[config.mk]
export PLATFORM = sky130hd
export DESIGN_NAME = pvc_top
export DESIGN_NICKNAME = d
export VERILOG_FILES = /design/src/pvc_pkg.sv /design/src/pvc_top.sv
export VERILOG_INCLUDE_DIRS = /design/src /design/src/src
export SDC_FILE = /design/constraint.sdc
export NUM_CORES = 1
export LEC_CHECK = 0
export BUFFER_PORTS_ARGS = -buffer_cell sky130_fd_sc_hd__buf_4
export CORE_MARGIN = 2
export CORE_UTILIZATION = 38
export CTS_CLUSTER_DIAMETER = 30
export DETAILED_ROUTE_END_ITERATION = 16
export PLACE_DENSITY = 0.58
export REMOVE_ABC_BUFFERS = 1
export SLEW_MARGIN = 20
export SYNTH_ARGS = -nofsm -noshare
export SYNTH_HDL_FRONTEND = slang
export SYNTH_SLANG_ARGS = --single-unit
[constraint.sdc]
create_clock -name clk -period 2.9 [get_ports clk]
set_clock_uncertainty 0.05 [all_clocks]
set_input_delay 0.145 -clock clk [delete_from_list [all_inputs] [get_ports clk]]
set_output_delay 0.145 -clock clk [all_outputs]
set_load 0.01 [all_outputs]
[src/pvc_cfg.svh]
// Register offsets, field positions, reset values and counts for the
// PLL VCO calibration and counter sync control block.
// Assumes a 10-bit byte-wide register port.
`ifndef PVC_CFG_SVH
`define PVC_CFG_SVH

// ----------------------------------------------------------------------
// Register offsets
// ----------------------------------------------------------------------
`define PVC_ADDR_CAL_CTRL 10'h018
`define PVC_ADDR_SYNC_DLY 10'h019
`define PVC_ADDR_CAL_STAT 10'h01f
`define PVC_ADDR_UPDATE 10'h232

// ----------------------------------------------------------------------
// Field positions
// ----------------------------------------------------------------------
`define PVC_CAL_START_BIT 0
`define PVC_CAL_DIV_MSB 2
`define PVC_CAL_DIV_LSB 1
`define PVC_SYNC_MODE_MSB 7
`define PVC_SYNC_MODE_LSB 6
`define PVC_REF_DLY_MSB 5
`define PVC_REF_DLY_LSB 3
`define PVC_FB_DLY_MSB 2
`define PVC_FB_DLY_LSB 0
`define PVC_UPDATE_BIT 0

// ----------------------------------------------------------------------
// Reset values
// ----------------------------------------------------------------------
`define PVC_CAL_CTRL_RST 8'h06
`define PVC_SYNC_DLY_RST 8'h00

// ----------------------------------------------------------------------
// Divider half periods minus one, in reference edges
// ----------------------------------------------------------------------
`define PVC_HALF_DIV2 4'h0
`define PVC_HALF_DIV4 4'h1
`define PVC_HALF_DIV8 4'h3
`define PVC_HALF_DIV16 4'h7

// ----------------------------------------------------------------------
// Calibration length in calibration clock periods
// ----------------------------------------------------------------------
`define PVC_CAL_PERIODS 8'h80

`endif

[src/pvc_pkg.sv]
// Types for the PLL VCO calibration and counter sync control block.
// Assumes pvc_cfg.svh holds the numeric constants.
package pvc_pkg;

    typedef enum logic [1:0]
    {
        PVC_IDLE = 2'b00,
        PVC_RUN = 2'b01,
        PVC_DONE = 2'b11
    } pvc_state_e;

    typedef enum logic [1:0]
    {
        PVC_SYNC_IGN_LO = 2'b00,
        PVC_SYNC_ASYNC = 2'b01,
        PVC_SYNC_SYNC = 2'b10,
        PVC_SYNC_IGN_HI = 2'b11
    } pvc_sync_e;

    typedef struct packed
    {
        logic ref_s1;
        logic ref_s2;
        logic ref_s3;
        logic syn_s1;
        logic syn_s2;
        logic [7:0] buf_cal;
        logic [7:0] buf_sd;
        logic [7:0] act_cal;
        logic [7:0] act_sd;
        pvc_state_e st;
        logic [3:0] div_cnt;
        logic cal_clk;
        logic [7:0] per_cnt;
        logic valid;
        logic busy;
        logic ctr_rst;
        logic [7:0] rdata;
    } pvc_state_s;

endpackage

[src/pvc_top.sv]
// PLL VCO calibration control, calibration clock divider, counter sync
// mode and path delay settings, with staged and active register sets.
// Assumes a single 250 MHz clock; ref_clk and sync_pin_n are pins.
`timescale 1ns/1ps
`default_nettype none
`include "pvc_cfg.svh"

// How it works
// - Divider code 10b divides the reference by 8 for the calibration clock.
// - Divider code resets to 11b, dividing by 16, slowest calibration.
// - Calibration starts only when the active start bit goes 0 to 1.
// - Clearing the active start bit discards the calibration result.
// - Sync mode 00b/11b ignore sync, 01b async reset, 10b sync reset.
// - Fields [5:3] and [2:0] pick reference and feedback path delay.
// - Divider codes 00b and 01b divide the reference by 2 and 4.
module pvc_top
    import pvc_pkg::*;
(
    input wire logic clk,
    input wire logic nrst,
    input wire logic [9:0] addr,
    input wire logic [7:0] wdata,
    input wire logic wr,
    input wire logic rd,
    output logic [7:0] rdata,
    input wire logic ref_clk,
    input wire logic sync_pin_n,
    output logic cal_clk,
    output logic cal_busy,
    output logic cal_valid,
    output logic ctr_rst,
    output logic [2:0] ref_delay,
    output logic [2:0] fb_delay
);

    // ------------------------------------------------------------------
    // Decoding helpers
    // ------------------------------------------------------------------
    function automatic logic hit(input logic [9:0] a, input logic [9:0] o);
        hit = (a == o);
    endfunction

    function automatic logic [3:0] half_of(input logic [1:0] code);
        logic [3:0] h;
        h = `PVC_HALF_DIV16;
        unique case (code)
            2'b00: h = `PVC_HALF_DIV2;
            2'b01: h = `PVC_HALF_DIV4;
            2'b10: h = `PVC_HALF_DIV8;
            2'b11: h = `PVC_HALF_DIV16;
        endcase
        half_of = h;
    endfunction

    // ------------------------------------------------------------------
    // State
    // ------------------------------------------------------------------
    pvc_state_s s_r;
    pvc_state_s s_nxt;

    logic ref_rise;
    logic upd;
    logic start_rise;
    logic start_fall;
    logic [1:0] div_code;
    logic [3:0] half;
    logic cal_rise;
    pvc_sync_e mode;

    // ------------------------------------------------------------------
    // Next state
    // ------------------------------------------------------------------
    always_comb
    begin
        s_nxt = s_r;
        s_nxt.ref_s1 = ref_clk;
        s_nxt.ref_s2 = s_r.ref_s1;
        s_nxt.ref_s3 = s_r.ref_s2;
        s_nxt.syn_s1 = sync_pin_n;
        s_nxt.syn_s2 = s_r.syn_s1;
        ref_rise = s_r.ref_s2 & ~s_r.ref_s3;

        // Register writes land in the staged set
        if (wr && hit(addr, `PVC_ADDR_CAL_CTRL))
        begin
            s_nxt.buf_cal = wdata;
        end
        if (wr && hit(addr, `PVC_ADDR_SYNC_DLY))
        begin
            s_nxt.buf_sd = wdata;
        end

        // Update copies staged set into active set
        upd = wr && hit(addr, `PVC_ADDR_UPDATE)
            && wdata[`PVC_UPDATE_BIT];
        start_rise = upd && s_r.buf_cal[`PVC_CAL_START_BIT]
            && !s_r.act_cal[`PVC_CAL_START_BIT];
        start_fall = upd && !s_r.buf_cal[`PVC_CAL_START_BIT]
            && s_r.act_cal[`PVC_CAL_START_BIT];
        if (upd)
        begin
            s_nxt.act_cal = s_r.buf_cal;
            s_nxt.act_sd = s_r.buf_sd;
        end

        // Calibration clock divider on reference edges
        div_code = s_r.act_cal[`PVC_CAL_DIV_MSB:`PVC_CAL_DIV_LSB];
        half = half_of(div_code);
        cal_rise = 1'b0;
        if (ref_rise)
        begin
            if (s_r.div_cnt >= half)
            begin
                s_nxt.div_cnt = 4'h0;
                s_nxt.cal_clk = ~s_r.cal_clk;
                cal_rise = ~s_r.cal_clk;
            end
            else
            begin
                s_nxt.div_cnt = s_r.div_cnt + 4'h1;
            end
        end

        // Calibration sequence
        unique case (s_r.st)
            PVC_IDLE:
            begin
                if (start_rise)
                begin
                    s_nxt.st = PVC_RUN;
                    s_nxt.per_cnt = 8'h00;
                    s_nxt.valid = 1'b0;
                end
            end
            PVC_RUN:
            begin
                if (cal_rise)
                begin
                    s_nxt.per_cnt = s_r.per_cnt + 8'h01;
                    if (s_r.per_cnt == `PVC_CAL_PERIODS - 8'h01)
                    begin
                        s_nxt.st = PVC_DONE;
                        s_nxt.valid = 1'b1;
                    end
                end
            end
            PVC_DONE:
            begin
                s_nxt.st = PVC_DONE;
            end
            default:
            begin
                s_nxt.st = PVC_IDLE;
            end
        endcase
        if (start_fall)
        begin
            s_nxt.st = PVC_IDLE;
            s_nxt.valid = 1'b0;
            s_nxt.per_cnt = 8'h00;
        end
        s_nxt.busy = (s_nxt.st == PVC_RUN);

        // Counter reset from the sync pin
        mode = pvc_sync_e'(s_r.act_sd[`PVC_SYNC_MODE_MSB:`PVC_SYNC_MODE_LSB]);
        unique case (mode)
            PVC_SYNC_ASYNC:
            begin
                s_nxt.ctr_rst = ~s_r.syn_s2;
            end
            PVC_SYNC_SYNC:
            begin
                if (ref_rise)
                begin
                    s_nxt.ctr_rst = ~s_r.syn_s2;
                end
            end
            PVC_SYNC_IGN_LO, PVC_SYNC_IGN_HI:
            begin
                s_nxt.ctr_rst = 1'b0;
            end
        endcase

        // Read port
        s_nxt.rdata = 8'h00;
        if (rd)
        begin
            if (hit(addr, `PVC_ADDR_CAL_CTRL))
            begin
                s_nxt.rdata = s_r.buf_cal;
            end
            else if (hit(addr, `PVC_ADDR_SYNC_DLY))
            begin
                s_nxt.rdata = s_r.buf_sd;
            end
            else if (hit(addr, `PVC_ADDR_CAL_STAT))
            begin
                s_nxt.rdata = {4'h0, s_r.act_cal[`PVC_CAL_START_BIT],
                    s_r.cal_clk, s_r.valid, (s_r.st == PVC_RUN)};
            end
        end
    end

    // ------------------------------------------------------------------
    // Registers
    // ------------------------------------------------------------------
    always_ff @(posedge clk or negedge nrst)
    begin
        if (!nrst)
        begin
            s_r <= '0;
            s_r.buf_cal <= `PVC_CAL_CTRL_RST;
            s_r.act_cal <= `PVC_CAL_CTRL_RST;
            s_r.buf_sd <= `PVC_SYNC_DLY_RST;
            s_r.act_sd <= `PVC_SYNC_DLY_RST;
            s_r.st <= PVC_IDLE;
            s_r.syn_s1 <= 1'b1;
            s_r.syn_s2 <= 1'b1;
        end
        else
        begin
            s_r <= s_nxt;
        end
    end

    // ------------------------------------------------------------------
    // Outputs
    // ------------------------------------------------------------------
    assign rdata = s_r.rdata;
    assign cal_clk = s_r.cal_clk;
    assign cal_busy = s_r.busy;
    assign cal_valid = s_r.valid;
    assign ctr_rst = s_r.ctr_rst;
    assign ref_delay = s_r.act_sd[`PVC_REF_DLY_MSB:`PVC_REF_DLY_LSB];
    assign fb_delay = s_r.act_sd[`PVC_FB_DLY_MSB:`PVC_FB_DLY_LSB];

endmodule

`default_nettype wire

==> run metrics <==
outcome finished clean; 1st-iter DRT viols 72; worst slew pin tran 0.715 ns; first-pass GRT wire length around 9.6 mm; fin nets 329; Seq/Total Area, Yosys between 50 and 60%; TritonCTS buffer count 9; CP max FO 6; site row count 31; hold crit path type in -> reg; FF-to-FF setup slack 0.64 ns; ANT nets after route 0; sw frac 27.0%; setup tns final 0 ns; Cells after Synth ~250; Slew headroom between 50% and 60%; worst skew pair latency roughly 0.34 ns; Leakage 0.00166 µW; share of layout cells above drive strength 1 33.6%; Post-Route WL between 5 and 6 mm; Finish-stage setup viols 0; synth-to-layout area growth 23.5%; htree depth 3; DR vias about 2,000; diode count 0; critical path class reg -> reg; Cell Area, Synth about 2800 µm²; WP data arrival about 2.5 ns; core area 7210 µm²; Clock Power Share between 30% and 40%; die footprint between 8000 and 9000 µm²; Worst R2R End s_r[14]$_DFFE_PN0P_; wire per inst approximately 14 µm; Min Clock Period, post-route between 2 and 2.5 ns; Pint approximately 1600 µW; fin. max-slew vios 0; Worst R2R Start div_code[1]$_DFFE_PN1N_; worst hold start addr[0]; Die W 90.1 µm; Die Y approximately 90 µm; VDD IR max 0.276 mV; max_cap viols 0; I/O pin count 42; RSZ-0062 raised after global routing false; gpl congestion between 0.8 and 0.9; Req. time, crit path about 3.1 ns; routed vias/inst 4.98; Hold Crit Endpoint rdata[4]$_DFF_PN0_; TritonRoute pass-1 iters 4; clk buf depth 2; Final Cycle Share between 70% and 80%; grt ovf 0; startpoint types flop; Cell Pwr Density around 620 nW/µm²; DP HPWL roughly 3.9 mm; DRC viols 0; power share of the combinational group between 10 and 15%; #FFs+latches synth 58; Syn. warnings 0; Net Sw Power slightly below 600 µW; Area after DPL around 3100 µm²; final non-filler cell area ~3500 µm²; Hold Violations, Final 0; WHS Path Cells 3; post-synthesis cell type count between 40 and 50; initial antenna violation count 0; Peak Freq 0.443 GHz; Flop pwr share a little under half; Async SR Flop Fraction 100%; ys flop type dfrtp_1; initial core utilization ~39%; gr usage total between 10% and 20%; EDFF count, synth 0; vias in the first global route 2,007; Syn Area/Cell between 10 and 15 µm²; Setup crit end kind flop; final core occ between 40% and 50%; Worst-path clk slew 0.07 ns; PortBufs 41; CTS tree built; Worst R2R Path Depth 7; CTS root buf clkbuf_8; clk sink count 58; post_cts resized 0; largest net degree at the start of global routing slightly below 60
-- cell usage in the layout, fill, tap and decap left out, types with 2 or more instances in the layout --
| master | Yosys | final |
|---|---|---|
| mux2i_1 | 5 | 5 |
| o21ai_1 | 2 | 2 |
| mux2_2 | 15 | 15 |
| buf_4 | 14 | 44 |
| or4_1 | 3 | 3 |
| clkbuf_8 | 0 | 11 |
| nand4_1 | 4 | 4 |
| a21oi_1 | 12 | 12 |
| nor2_1 | 10 | 10 |
| nor4_1 | 3 | 3 |
| nand3_1 | 8 | 8 |
| nand2_1 | 21 | 21 |
| nand2b_1 | 5 | 5 |
| or3b_2 | 2 | 2 |
| o211ai_1 | 2 | 2 |
| nor3_1 | 6 | 6 |
| ha_1 | 6 | 6 |
| inv_1 | 13 | 13 |
| o21ai_0 | 14 | 14 |
| dlygate4sd3_1 | 0 | 12 |
| dfstp_2 | 6 | 6 |
| or2_2 | 4 | 4 |
| dfrtp_1 | 52 | 52 |
| a211oi_1 | 2 | 2 |
| mux2_4 | 8 | 8 |
| nor2b_1 | 3 | 3 |
| bufinv_16 | 0 | 2 |
| or3_1 | 5 | 5 |
| o21a_1 | 2 | 2 |
-- state kept, by name (all words and copies together), names as in the netlist --
name	count
ref_delay	3
s_nxt	3
cal_clk	1
cal_busy	1
rdata	8
ctr_rst	1
fb_delay	3
cal_valid	1
div_code	2
s_r	33
mode	2
-- worst max-delay path by stage --
stage / startpoint / endpoint / cells past startpoint
global placement: div_code[1]$_DFFE_PN1N_ / s_r[14]$_DFFE_PN0P_ / 7
finish: div_code[1]$_DFFE_PN1N_ / s_r[14]$_DFFE_PN0P_ / 7
floorplan: div_code[1]$_DFFE_PN1N_ / s_r[14]$_DFFE_PN0P_ / 7
CTS: div_code[1]$_DFFE_PN1N_ / s_r[14]$_DFFE_PN0P_ / 7
detailed placement: div_code[1]$_DFFE_PN1N_ / s_r[14]$_DFFE_PN0P_ / 7
global route: div_code[1]$_DFFE_PN1N_ / s_r[14]$_DFFE_PN0P_ / 7
-- critical path, cell delays in order (launching register included) --
cell	delay (ns)
dfstp_2	0.37
or2_2	0.28
ha_1	0.27
nor2b_1	0.05
o21ai_1	0.34
nand2_1	0.22
or4_1	0.53
nand3_1	0.08
-- synth_stat cells, types with 2 or more instances --
cell / count / area (µm²)
mux2i_1: 5 / 50.1
a21oi_1: 12 / 60.1
nor2b_1: 3 / 18.8
or3b_2: 2 / 17.5
o21ai_1: 2 / 10.0
o21ai_0: 14 / 70.1
nand2b_1: 5 / 31.3
clkbuf_1: 2 / 7.51
or2_2: 4 / 25.0
mux2_2: 15 / 169
nand3_1: 8 / 40.0
ha_1: 6 / 75.1
nor4_1: 3 / 18.8
nor2_1: 10 / 37.5
nand2_1: 21 / 78.8
mux2_4: 8 / 120
inv_1: 13 / 48.8
buf_6: 2 / 22.5
o211ai_1: 2 / 15.0
or3_1: 5 / 31.3
nand4_1: 4 / 25.0
dfstp_2: 6 / 158
nor3_1: 6 / 30.0
a211oi_1: 2 / 15.0
buf_4: 14 / 105
dfrtp_1: 52 / 1300
o21a_1: 2 / 15.0
or4_1: 3 / 22.5
-- per-stage QoR --
| stage | setup slack [ns] | total power, µW | cells | hold WS, ns |
|---|---|---|---|---|
| final | 0.642 | 2150 | 403 | 0.200 |
| after global routing | 0.511 | 2280 | 403 | 0.187 |
| after CTS | 0.616 | 2170 | 402 | 0.00282 |
| after detailed placement | 0.626 | 1300 | 375 | 0.208 |
| after global placement | 0.658 | 1290 | 375 | 0.207 |
| after floorplan | 0.727 | 1150 | 232 | -0.201 |
-- timing repair --
| item | CTS | global route |
|---|---|---|
| hold buffers | 11 | 1 |
| setup buffers | 0 | 0 |
| endpoints found under the hold margin | 67 | 1 |
-- power groups by stage --
stage / clock network [µW] / logic, µW / registers [µW]
6_report: 855 / 317 / 975
5_1_grt: 921 / 368 / 987
4_1_cts: 874 / 323 / 973
3_5_place_dp: 0 / 308 / 987
3_3_place_gp: 0 / 301 / 987
2_1_floorplan: 0 / 189 / 964
-- metal layers --
metal  part of all wire (%)  vias to the layer above  track usage, %  wire length [µm]
li1                       -                      976               -                 -
met1                     46                      982            18.8              2550
met2                     49                       43            23.5              2720
met3                    4.5                        6            5.78               252
met4                    1.3                        0            5.26                74
met5                      0                        -               0                 0
-- kinds of logic (layout without fill, tap and decap cells) --
group | Yosys count | count (layout) | share of synthesized area [%]
AND/OR/NAND/NOR | 83 | 83 | 17.0
flip-flops | 58 | 58 | 51.8
AO/OA/AOI/OAI | 43 | 43 | 9.37
buffers and inverters | 32 | 85 | 6.71
multiplexers | 29 | 29 | 12.4
adder cells (fa/ha/maj) | 6 | 6 | 2.67
-- area by class of cell --
cell class	count	area [µm²]
well taps	99	124
inverters	13	48.8
clock buffers	12	155
multi-input cells	161	1170
repair buffers	56	450
fillers	696	3730
clock inverters	4	73.8
flip-flops and latches	58	1460
No activity file was read; power rests on OpenSTA's default activity.
